**src/plm_map.svh**
```systemverilog
// Opcode, function code and reset value constants for the privileged library mode unit
`ifndef PLM_MAP_SVH
`define PLM_MAP_SVH

// ==========================================================
// Major opcodes
`define PLM_OP_CALL        6'h00
`define PLM_OP_RES_ZERO    6'h19
`define PLM_OP_RES_ONE     6'h1B
`define PLM_OP_RES_TWO     6'h1D
`define PLM_OP_RES_THREE   6'h1E
`define PLM_OP_RES_FOUR    6'h1F

// ==========================================================
// Call function codes
`define PLM_FN_HALT        26'h000_0000
`define PLM_FN_DRAIN       26'h000_0002
`define PLM_FN_BREAK       26'h000_0080
`define PLM_FN_BUG_CHECK_TRAP_CALL      26'h000_0081
`define PLM_FN_GENERIC_TRAP_CALL     26'h000_00AA
`define PLM_FN_IBARRIER    26'h000_0086
`define PLM_FN_RD_THREAD   26'h000_009E
`define PLM_FN_WR_THREAD   26'h000_009F
`define PLM_FN_PRIV_LIMIT  26'h000_0080

// ==========================================================
// Reset values and field limits
`define PLM_MODE_KERNEL    2'h0
`define PLM_HALT_CONSOLE   1'h0
`define PLM_PC_ZERO        64'h0000_0000_0000_0000

`endif

```
**src/plm_pkg.sv**
```systemverilog
// Types for the privileged library mode unit
package plm_pkg;
   // ==========================================================
   // Sequencer states, one-hot
   typedef enum logic [4:0]
   {
      PLM_RUN    = 5'h01,
      PLM_DRAIN  = 5'h02,
      PLM_HALTED = 5'h04,
      PLM_IFLUSH = 5'h08,
      PLM_LIB    = 5'h10
   } plm_state_t;

   // Class of a decoded instruction
   typedef enum logic [2:0]
   {
      PLM_C_NONE    = 3'h0,
      PLM_C_RESV    = 3'h1,
      PLM_C_CALLREC = 3'h2,
      PLM_C_DRAIN   = 3'h3,
      PLM_C_HALT    = 3'h4,
      PLM_C_IBAR    = 3'h5,
      PLM_C_CALLGEN = 3'h6
   } plm_class_t;
endpackage

```
**src/plm_unit.sv**
```systemverilog
// Privileged library mode sequencer: trap, entry, exit, drain, halt and barrier
`timescale 1ns/1ps
`include "plm_map.svh"

// Behaviour
// - Reserved opcodes trap outside library mode
// - Save state and dispatch into library mode
// - Library mode may read/write control registers
// - Exit loads PC, enables interrupts, mapping, drops privilege
// - Library mode: interrupts off, hw functions on
// - Fill flow left to library software
// - Context switch flow not in hardware
// - Decode breakpoint, bugcheck, generic_trap_call, thread calls
// - Drain traps if mode nonzero, else stalls
// - Outstanding aborts taken before later instructions
// - Completion: result, PC, or first-level store written
// - Drain ignores block remainder and final store
// - Halt stops issue, console or restart
// - Barrier resynchronises instruction cache
// - Unbarriered fetch may return old or new
module plm_unit
   import plm_pkg::*;
#(
   parameter int CR_ADDR_W = 8                    // Control register address width
)
(
   input  wire logic                 clk_sys_i,        // System clock
   input  wire logic                 rstn_i,           // Async reset, active low
   input  wire logic                 issue_valid_i,    // Instruction offered for issue
   input  wire logic [31:0]          issue_instr_i,    // Instruction word
   input  wire logic [63:0]          issue_pc_i,       // PC of the offered instruction
   input  wire logic [1:0]           current_mode_field_i, // Current processor mode
   input  wire logic                 older_pending_i,  // Earlier instructions not yet complete
   input  wire logic                 abort_pending_i,  // Abort signalled but not yet taken
   input  wire logic                 halt_action_i,    // 0 console, 1 restart
   input  wire logic                 icache_sync_done_i, // Instruction cache resync finished
   input  wire logic                 exit_req_i,       // Library code requests exit
   input  wire logic [63:0]          exit_pc_i,        // PC to load on exit
   input  wire logic [63:0]          cr_rdata_i,       // Control register read data
   input  wire logic                 restart_i,        // Leave halt state
   output logic                      issue_stall_o,    // Hold issue
   output logic                      illegal_trap_o,   // Illegal instruction trap pulse
   output logic                      priv_trap_o,      // Privileged instruction trap pulse
   output logic                      lib_enter_o,      // Dispatch into library mode pulse
   output logic [63:0]               saved_pc_o,       // PC saved at entry
   output logic [1:0]                saved_mode_o,     // Mode saved at entry
   output logic [25:0]               dispatch_fn_o,    // Function code dispatched
   output logic [2:0]                call_class_o,     // Class of dispatched call
   output logic                      lib_mode_o,       // In library mode
   output logic                      int_enable_o,     // Interrupts enabled
   output logic                      map_enable_o,     // Instruction-stream mapping enabled
   output logic                      hw_func_enable_o, // Implementation functions enabled
   output logic                      pc_load_o,        // Load PC pulse
   output logic [63:0]               pc_load_value_o,  // PC to load
   output logic                      cr_wr_o,          // Control register write strobe
   output logic                      cr_rd_o,          // Control register read strobe
   output logic [CR_ADDR_W-1:0]      cr_addr_o,        // Control register address
   output logic [63:0]               cr_wdata_o,       // Control register write data
   output logic [63:0]               cr_rdata_o,       // Captured read data
   output logic                      hw_op_o,          // Reserved op carried out pulse
   output logic                      icache_sync_o,    // Instruction cache resync request
   output logic                      console_enter_o,  // Enter console pulse
   output logic                      restart_seq_o,    // Start restart pulse
   output logic                      halted_o          // Processor halted
);

   // ==========================================================
   // Decode
   plm_state_t        state;          // Sequencer state
   plm_state_t        next_state;     // Next sequencer state
   plm_class_t        cls;            // Class of offered instruction
   logic [5:0]        opc;            // Major opcode
   logic [25:0]       fn;             // Call function field
   logic              resv_op;        // Reserved library opcode
   logic              take;           // Instruction accepted this cycle
   logic              in_lib;         // Library mode flag
   logic [63:0]       write_data;     // Data for control register writes

   // Field split of the offered instruction word
   assign opc     = issue_instr_i[31:26];
   assign fn      = issue_instr_i[25:0];
   assign in_lib  = (state == PLM_LIB);
   // Offers are accepted only while no multi-cycle operation stalls issue
   assign take    = issue_valid_i && (state == PLM_RUN || state == PLM_LIB);
   // Five major opcodes are held back for library code
   assign resv_op = (opc == `PLM_OP_RES_ZERO) || (opc == `PLM_OP_RES_ONE) ||
                    (opc == `PLM_OP_RES_TWO) || (opc == `PLM_OP_RES_THREE) ||
                    (opc == `PLM_OP_RES_FOUR);
   // Write data is the zero-extended function field
   assign write_data = {38'h0, fn};

   // Classify the offered instruction
   always_comb
   begin
      cls = PLM_C_NONE;
      // Reserved opcodes win over any call decode
      if (resv_op)
      begin
         cls = PLM_C_RESV;
      end
      else if (opc == `PLM_OP_CALL)
      begin
         case (fn)
            `PLM_FN_DRAIN:    cls = PLM_C_DRAIN;
            `PLM_FN_HALT:     cls = PLM_C_HALT;
            `PLM_FN_IBARRIER: cls = PLM_C_IBAR;
            `PLM_FN_BREAK, `PLM_FN_BUG_CHECK_TRAP_CALL, `PLM_FN_GENERIC_TRAP_CALL,
            `PLM_FN_RD_THREAD, `PLM_FN_WR_THREAD:
               cls = PLM_C_CALLREC;
            // Unlisted call functions still dispatch to library code
            default:          cls = PLM_C_CALLGEN;
         endcase
      end
   end

   // ==========================================================
   // Sequencer
   // Next state; refused offers leave the state alone
   always_comb
   begin
      next_state = state;
      case (state)
         // Offers are decoded only in normal running
         PLM_RUN:
         begin
            if (take)
            begin
               case (cls)
                  PLM_C_DRAIN:
                     if (current_mode_field_i == `PLM_MODE_KERNEL)
                        next_state = PLM_DRAIN;
                  PLM_C_HALT:
                     if (current_mode_field_i == `PLM_MODE_KERNEL)
                        next_state = PLM_HALTED;
                  PLM_C_IBAR:    next_state = PLM_IFLUSH;
                  PLM_C_CALLREC,
                  PLM_C_CALLGEN:
                     if (fn >= `PLM_FN_PRIV_LIMIT ||
                         current_mode_field_i == `PLM_MODE_KERNEL)
                        next_state = PLM_LIB;
                  default:       next_state = PLM_RUN;
               endcase
            end
         end
         // Wait for earlier work to complete and aborts to be taken
         PLM_DRAIN:
            if (!older_pending_i && !abort_pending_i)
               next_state = PLM_RUN;
         // Stay halted until the restart input
         PLM_HALTED:
            if (restart_i)
               next_state = PLM_RUN;
         // Hold issue until the cache reports coherence
         PLM_IFLUSH:
            if (icache_sync_done_i)
               next_state = PLM_RUN;
         // Library code leaves in one transition
         PLM_LIB:
            if (exit_req_i)
               next_state = PLM_RUN;
         // Illegal state code recovers to normal running
         default: next_state = PLM_RUN;
      endcase
   end

   // State register
   always_ff @(posedge clk_sys_i or negedge rstn_i)
   begin
      if (!rstn_i)
         state <= PLM_RUN;
      else
         state <= next_state;
   end

   // Stall issue while any multi-cycle operation runs
   // Halted state stalls too, so nothing issues while stopped
   assign issue_stall_o = (state == PLM_DRAIN) || (state == PLM_HALTED) ||
                          (state == PLM_IFLUSH);

   // Mode outputs follow the state in one transition
   assign lib_mode_o       = in_lib;
   assign int_enable_o     = !in_lib;
   assign map_enable_o     = !in_lib;
   assign hw_func_enable_o = in_lib;
   assign halted_o         = (state == PLM_HALTED);
   assign icache_sync_o    = (state == PLM_IFLUSH);

   // ==========================================================
   // Trap pulses
   // Registered so that traps never glitch on decode changes
   always_ff @(posedge clk_sys_i or negedge rstn_i)
   begin
      if (!rstn_i)
      begin
         illegal_trap_o <= 1'b0;
         priv_trap_o    <= 1'b0;
         hw_op_o        <= 1'b0;
      end
      else
      begin
         illegal_trap_o <= take && (cls == PLM_C_RESV) && !in_lib;
         hw_op_o        <= take && (cls == PLM_C_RESV) && in_lib;
         // Halt, drain and calls below the limit need kernel mode
         priv_trap_o    <= take && !in_lib && current_mode_field_i != `PLM_MODE_KERNEL &&
                           ((cls == PLM_C_DRAIN) || (cls == PLM_C_HALT) ||
                            ((cls == PLM_C_CALLGEN || cls == PLM_C_CALLREC) &&
                             fn < `PLM_FN_PRIV_LIMIT));
      end
   end

   // ==========================================================
   // Entry state save; fill and context switch flows run in library code
   always_ff @(posedge clk_sys_i or negedge rstn_i)
   begin
      if (!rstn_i)
      begin
         lib_enter_o   <= 1'b0;
         saved_pc_o    <= `PLM_PC_ZERO;
         saved_mode_o  <= `PLM_MODE_KERNEL;
         dispatch_fn_o <= `PLM_FN_HALT;
         call_class_o  <= PLM_C_NONE;
      end
      else
      begin
         // Pulse on the edge that enters library mode
         lib_enter_o <= (state == PLM_RUN) && (next_state == PLM_LIB);
         if ((state == PLM_RUN) && (next_state == PLM_LIB))
         begin
            // Capture what library code needs to resume the caller
            saved_pc_o    <= issue_pc_i;
            saved_mode_o  <= current_mode_field_i;
            dispatch_fn_o <= fn;
            call_class_o  <= cls;
         end
      end
   end

   // ==========================================================
   // Exit: PC load together with mode change
   always_ff @(posedge clk_sys_i or negedge rstn_i)
   begin
      if (!rstn_i)
      begin
         pc_load_o       <= 1'b0;
         pc_load_value_o <= `PLM_PC_ZERO;
      end
      else
      begin
         pc_load_o <= in_lib && exit_req_i;
         // Exit value is held until the next exit
         if (in_lib && exit_req_i)
            pc_load_value_o <= exit_pc_i;
      end
   end

   // ==========================================================
   // Control register access, library mode only
   always_ff @(posedge clk_sys_i or negedge rstn_i)
   begin
      if (!rstn_i)
      begin
         cr_wr_o    <= 1'b0;
         cr_rd_o    <= 1'b0;
         cr_addr_o  <= '0;
         cr_wdata_o <= `PLM_PC_ZERO;
         cr_rdata_o <= `PLM_PC_ZERO;
      end
      else
      begin
         // Reserved op zero reads, one writes; address in low field bits
         cr_rd_o <= take && in_lib && (opc == `PLM_OP_RES_ZERO);
         cr_wr_o <= take && in_lib && (opc == `PLM_OP_RES_ONE);
         if (take && in_lib && (opc == `PLM_OP_RES_ZERO || opc == `PLM_OP_RES_ONE))
         begin
            cr_addr_o  <= fn[CR_ADDR_W-1:0];
            cr_wdata_o <= write_data;
         end
         // Read data is taken one cycle after the read strobe
         if (cr_rd_o)
            cr_rdata_o <= cr_rdata_i;
      end
   end

   // ==========================================================
   // Halt action pulses
   always_ff @(posedge clk_sys_i or negedge rstn_i)
   begin
      if (!rstn_i)
      begin
         console_enter_o <= 1'b0;
         restart_seq_o   <= 1'b0;
      end
      else
      begin
         // Only the edge that enters the halt state pulses
         // Halt action is the one set when the halt is taken
         console_enter_o <= (state == PLM_RUN) && (next_state == PLM_HALTED) &&
                            (halt_action_i == `PLM_HALT_CONSOLE);
         restart_seq_o   <= (state == PLM_RUN) && (next_state == PLM_HALTED) &&
                            (halt_action_i != `PLM_HALT_CONSOLE);
      end
   end

endmodule

```
**config.mk**
```make
export PLATFORM = sky130hd
export DESIGN_NAME = plm_unit
export DESIGN_NICKNAME = d
export VERILOG_FILES = /design/src/plm_pkg.sv /design/src/plm_unit.sv
export VERILOG_INCLUDE_DIRS = /design/src
export SDC_FILE = /design/constraint.sdc
export NUM_CORES = 1
export LEC_CHECK = 0
export ABC_AREA = 1
export CAP_MARGIN = 20
export CORE_AREA = 2 2 213 215
export DETAILED_ROUTE_END_ITERATION = 8
export DIE_AREA = 0 0 215 217
export DONT_BUFFER_PORTS = 1
export HOLD_SLACK_MARGIN = 0.03
export SLEW_MARGIN = 20
export SYNTH_ARGS = -nofsm -noshare
export SYNTH_HDL_FRONTEND = slang
export SYNTH_SLANG_ARGS = --single-unit
```
**constraint.sdc**
```tcl
create_clock -name clk_sys_i -period 2 [get_ports clk_sys_i]
set_input_delay 0.1 -clock clk_sys_i [delete_from_list [all_inputs] [get_ports clk_sys_i]]
set_output_delay 0.1 -clock clk_sys_i [all_outputs]
set_load 0.005 [all_outputs]
```
==> flow_summary.toml, run 1 <==
[run_status]
status = "finished, violations left"
violations = "hold timing"

[worst_setup_path]
rr_startpoint = "state[0]"
crit_type = "reg2out"
worstReg2RegEnd = "saved_pc_o[11]"
crit_path_start_kind = "flop"
cp_max_fo = 6
worstPathRequired_ns = 1.90
crit_arrival_ns = 1.84
rr_worst_depth = 9
startpoint = "state[1]"
r2r_slack_ns = 0.11
critPathCaptureType = "output port"
endpoint = "int_enable_o"

[die]
coreArea_mm2 = 0.04470
rows = 78
die_area_mm2 = 0.04666
die_w_um = 215
initial_core_util = 0.2432
die_h_um = 217
io_pins = 546

[global_route]
met3_usage = 0.05325
first_global_vias = 8705
antenna_found_initial = 6
gr-total-overflow = 0
grtUsageMet2 = 0.2534
use_met1 = 0.1598
grt_usage = 0.1428
busiest_layer = "met2"
grt_max_degree = 264
grt_pass1_wl_um = 52410

[sta]
setup_tns_ns = 0
final.setup_skew_ns = 0.01952
fmax_ghz = 0.5163
setup_viol = 0
hold_viol = 263
slew_headroom = 0.2692
tightest_slew_ns = 1.096
period_needed_ns = 1.937
timing.final.ws_setup_ns = 0.06316
finalMaxSlewViolations = 0
fin_crit_sh = 0.9684
fin_hold_ws_ns = -0.7668

[detailed_routing]
viasPerCell = 4.336
routedWlPerCell_um = 17.94
drt-total-wl_um = 36180
drtPass1Iterations = 5
first_iter_violations = 490
drc = 0
antenna_left = 0
num_vias = 8745

[cts]
cts_tree = "built"
ctsLongestPathBuffers = 3
cts_made_buffers = 28
clk_latency_ns = 0.56
cts_hold_repair.buffers = 237
cts.clk_slew.worst_paths_ns = 0.06
htreeDepth = 1
root_buffer = "clkbuf_16"
clkSinkCount = 263

[logic_synthesis]
synthTopCellsByCount = "494 x nand2_1, 262 x dfrtp_1, 64 x mux2_2"
synth.avg_cell_area_um2 = 9.604
yosysSeqAreaShare = 0.6055
synth_flop_cell = "dfrtp_1"
synth_edf_count = 0
yosysMostFrequentCell = "nand2_1"
synthArstFlopShare = 1.000
ys_ff_latch = 263
syn_inst = 1132
synth_area_mm2 = 0.01087
yosys.area.top_type = "dfrtp_1"
synth_top_area_share = 0.6031
ys_top_cells_by_area = "dfrtp_1 60%, nand2_1 17%, mux2_2 6.6%, buf_4 3.5%, inv_1 1.7%"
yosys_warnings = 0
synth.distinct_cells = 34

[power_and_ir_drop]
power_mw = 11.23
peakVddDrop_v = 0.0005226
leakagePower_nw = 7.732
power_density_mw_per_mm2 = 743.8

[placement]
portBuffers = 0
place_hpwl_um = 23560
pre_cts_slack_ns = 0.04335
gp_congestion = 0.8547

[worst_hold_path]
holdCritPathClass = "in2async"

[cells_and_area]
fin_nets = 1627
drive_gt1_frac = 0.1458
area_growth_pct = 38.87

[run]
cap_violations = 0
-- state kept, by name (all words and copies together), names as in the netlist, 2 cells and up --
name and flops:
pc_load_value_o 64, cr_rdata_o 64, cr_addr_o 7, dispatch_fn_o 26, cr_wdata_o 19, state 5
call_class_o 3, saved_pc_o 64, saved_mode_o 2
-- repair_timing --
item | 4_1_cts | 5_1_grt
setup buffers | 1 | 11
pin swaps | 1 | 8
hold endpoints to repair | 523 | 263
setup endpoints to repair | 3 | 93
cloned | 0 | 4
gates resized for setup | 2 | 17
-- power by group --
part	switching, mW	total (mW)	leakage [nW]	internal [mW]
Combinational	0.264	0.684	3.63	0.420
Sequential	0.0253	5.38	3.66	5.35
Clock	2.12	5.17	0.442	3.05
-- layer usage --
metal	wire (um)	vias to the layer above
met5	25	-
met4	869	4
met3	3878	57
met2	18310	521
met1	13090	4179
li1	-	3984
-- layout make-up --
class                      count  area (um^2)
clock inverter                 5        58.81
sequential                   263         6585
tap                          600        750.7
inverter                      56        217.7
clock buffer                  46        859.6
timing repair buffer         287         2990
multi-input combinational    756         3625
antenna                        4        10.01
fill                        4392        29600
-- worst min-delay path by stage --
stage / startpoint / endpoint / slack (ns) / cells past startpoint
3_5_place_dp: rstn_i / pc_load_value_o[14] / -0.19 / 0
3_3_place_gp: rstn_i / pc_load_value_o[14] / -0.19 / 0
6_report: rstn_i / pc_load_value_o[14] / -0.77 / 0
5_1_grt: rstn_i / pc_load_value_o[25] / -0.80 / 0
2_1_floorplan: rstn_i / call_class_o[0] / -0.20 / 0
4_1_cts: rstn_i / saved_mode_o[1] / -0.81 / 0
-- cells by family after synthesis --
group | Yosys count | share of synthesized area
AO/OA/AOI/OAI | 62 | 0.03200
buffers and inverters | 150 | 0.07791
flip-flops | 263 | 0.6055
multiplexers | 64 | 0.06629
other | 1 | 0.0003449
AND/OR/NAND/NOR | 592 | 0.2180
-- critical path: stages (launching register included) --
cell and delay [ns]:
dfrtp_2 0.43, nor2_2 0.11, inv_1 0.10, nor3_4 0.25, buf_6 0.18, inv_1 0.06, buf_4 0.15
-- metrics by stage --
stage	cell area [um^2]	util	cells	hold slack [ns]
3_3_place_gp	11550	0.2583	1709	-0.1876
5_1_grt	15100	0.3378	2017	-0.8026
4_1_cts	14850	0.3323	1998	-0.8063
6_report	15100	0.3378	2017	-0.7668
3_5_place_dp	11550	0.2583	1709	-0.1895
2_1_floorplan	11010	-	1169	-0.1956
-- layout by cell type, fill, tap and decap left out, drive strengths merged, types with 2 or more instances in the layout --
cell type,instances
a21oi,3
buf,46
clkbuf,50
clkinv,2
clkinvlp,2
conb,38
dfrtp,262
diode,4
dlygate4sd3,236
inv,56
mux2,64
nand2,499
nand3,19
nand4,8
nor2,53
nor3,4
nor4,2
o21ai,56
or2,6
Power figures use the tool's default switching activity.
==> run 2, diff against run 1 <==
==> constraint.sdc (replaced) <==
create_clock -name clk_sys_i -period 2 [get_ports clk_sys_i]
set_input_delay 0.1 -clock clk_sys_i [delete_from_list [all_inputs] [get_ports clk_sys_i]]
set_output_delay 0.1 -clock clk_sys_i [all_outputs]
set_load 0.1 [all_outputs]
==> flow_summary.toml, run 2 (synthesis gave the netlist of run 1 again) <==
[sta]
setup_tns_ns = -0.07129
period_needed_ns = 2.054
fmax_ghz = 0.4869
slew_headroom = 0.4601
tightest_slew_ns = 0.8099
fin_crit_sh = 1.027
timing.final.ws_setup_ns = -0.05369
final.setup_skew_ns = 0.009159
rsz0062_at_grt = "yes"
setup_viol = 3
fin_hold_ws_ns = -0.7697
finalMaxSlewViolations = 0
hold_viol = 263

[cells_and_area]
fin_nets = 1879
fillers = 4301
utilization = 0.3857
largestRegisters = "cr_rdata_o: 64 flops, pc_load_value_o: 64 flops, saved_pc_o: 64 flops"
layout_common_cells = "491 x nand2_1, 280 x buf_4, 251 x dfrtp_1, 235 x dlygate4sd3_1, 64 x mux2_2"
finalInstanceArea_mm2 = 0.01724
final_cells = 2271
drive_gt1_frac = 0.2944
layout_commonest_cell = "nand2_1"
area_growth_pct = 58.56

[detailed_routing]
num_vias = 9663
drt-total-wl_um = 35720
routedWlPerCell_um = 15.73
first_iter_violations = 590
drtPass1Iterations = 6
viasPerCell = 4.255
antenna_left = 0
drc = 0

[placement]
place_hpwl_um = 23080
portBuffers = 0
placed_cells = 1965
gp_congestion = 0.8954
dpl_cell_area_mm2 = 0.01355
pre_cts_slack_ns = -0.03607

[worst_setup_path]
critPathCaptureType = "flop"
crit_type = "reg2reg"
cp_max_fo = 4
crit_path_start_kind = "flop"
worstPathRequired_ns = 2.44
crit_arrival_ns = 2.50

[die]
initial_core_util = 0.2432
die_h_um = 217
coreArea_mm2 = 0.04470
io_pins = 546
rows = 78
die_area_mm2 = 0.04666
die_w_um = 215

[global_route]
grt_pass1_wl_um = 54960
antenna_found_initial = 3
grt_usage = 0.1458
grt_max_degree = 264
gr-total-overflow = 0
first_global_vias = 10060

[cts]
root_buffer = "clkbuf_16"
ctsLongestPathBuffers = 3
cts_tree = "built"
clk_latency_ns = 0.56
clkSinkCount = 263
cts_made_buffers = 30
htreeDepth = 1
cts.clk_slew.worst_paths_ns = 0.06

[run_status]
violations = "hold timing, setup timing"
status = "finished, violations left"

[power_and_ir_drop]
sequentialPowerShare = 0.431
p_sw_frac = 0.2386
peakVddDrop_v = 0.0006694
clkPwrFrac = 0.475
power.switching_mw = 2.971
power_density_mw_per_mm2 = 722.5
intPower_mw = 9.484
leakagePower_nw = 9.208
power_mw = 12.45
combPwrFrac = 0.094

[run]
cap_violations = 0

[worst_hold_path]
holdCritPathClass = "in2async"
## run 2: cell types whose count changed in the layout (fill, tap and decap cells not counted), moves of 5 or more
cell	before	now
clkinv_2	1	7
inv_1	45	40
buf_4	31	280
o21ai_0	26	0
dfrtp_1	260	251
clkbuf_1	10	2
dfrtp_2	2	10
o21ai_1	21	47
## run 2: critical path: stages, from the launching register on
cell	delay (ns)
dfstp_2	0.58
buf_6	0.11
nor2_4	0.03
inv_4	0.07
nor3_4	0.05
buf_4	0.16
o21ai_4	0.15
inv_1	0.06
nand3_1	0.10
nand2_2	0.06
dlygate4sd3_1	0.55
## run 2: what timing repair did
| action | CTS | global route |
|---|---|---|
| hold buffers | 233 | 3 |
| buffers inserted | 6 | 5 |
| cloned | 0 | 1 |
| pin swaps | 3 | 11 |
| hold endpoints to repair | 522 | 264 |
| gates resized for setup | 16 | 23 |
| endpoints found under the setup margin | 9 | 100 |
## run 2: worst paths after layout
kind | start | endpoint | slack (ns) | depth (start not counted)
min in group clk_sys_i | issue_instr_i[4] | call_class_o[2] | 0.06 | 7
hold / removal | rstn_i | cr_wdata_o[10] | -0.77 | 0
hold reg to reg | pc_load_value_o[58] | pc_load_value_o[58] | 0.48 | 2
setup reg to reg | state[0] | state[3] | -0.05 | 10
setup / recovery | state[0] | state[3] | -0.05 | 10
max in group asynchronous | rstn_i | cr_rdata_o[34] | 2.08 | 0
## run 2: layout make-up
type / count / area (um^2) / area share
sequential: 263 / 6599 / 0.3828
timing repair buffer: 537 / 4896 / 0.2840
multi-input combinational: 756 / 3677 / 0.2133
clock buffer: 42 / 907.1 / 0.05262
tap: 600 / 750.7 / 0.04355
inverter: 56 / 220.2 / 0.01277
clock inverter: 14 / 180.2 / 0.01045
antenna: 3 / 7.507 / 0.0004355
## run 2: power by group through the flow
stage | Combinational (mW) | Sequential [mW] | Clock (mW)
after floorplan | 0.523 | 5.58 | 0
after global placement | 0.661 | 5.46 | 0
after detailed placement | 0.667 | 5.46 | 0
after CTS | 1.07 | 5.37 | 6.08
after global routing | 1.23 | 5.37 | 6.30
final | 1.17 | 5.37 | 5.91
## run 2: layer usage
metal / vias to the layer above / share of wire / global-route usage
met5: - / 0 / 0
met4: 0 / 0.036 / 0.05678
li1: 4478 / - / -
met1: 4648 / 0.39 / 0.1737
met2: 449 / 0.49 / 0.2499
met3: 88 / 0.084 / 0.04095
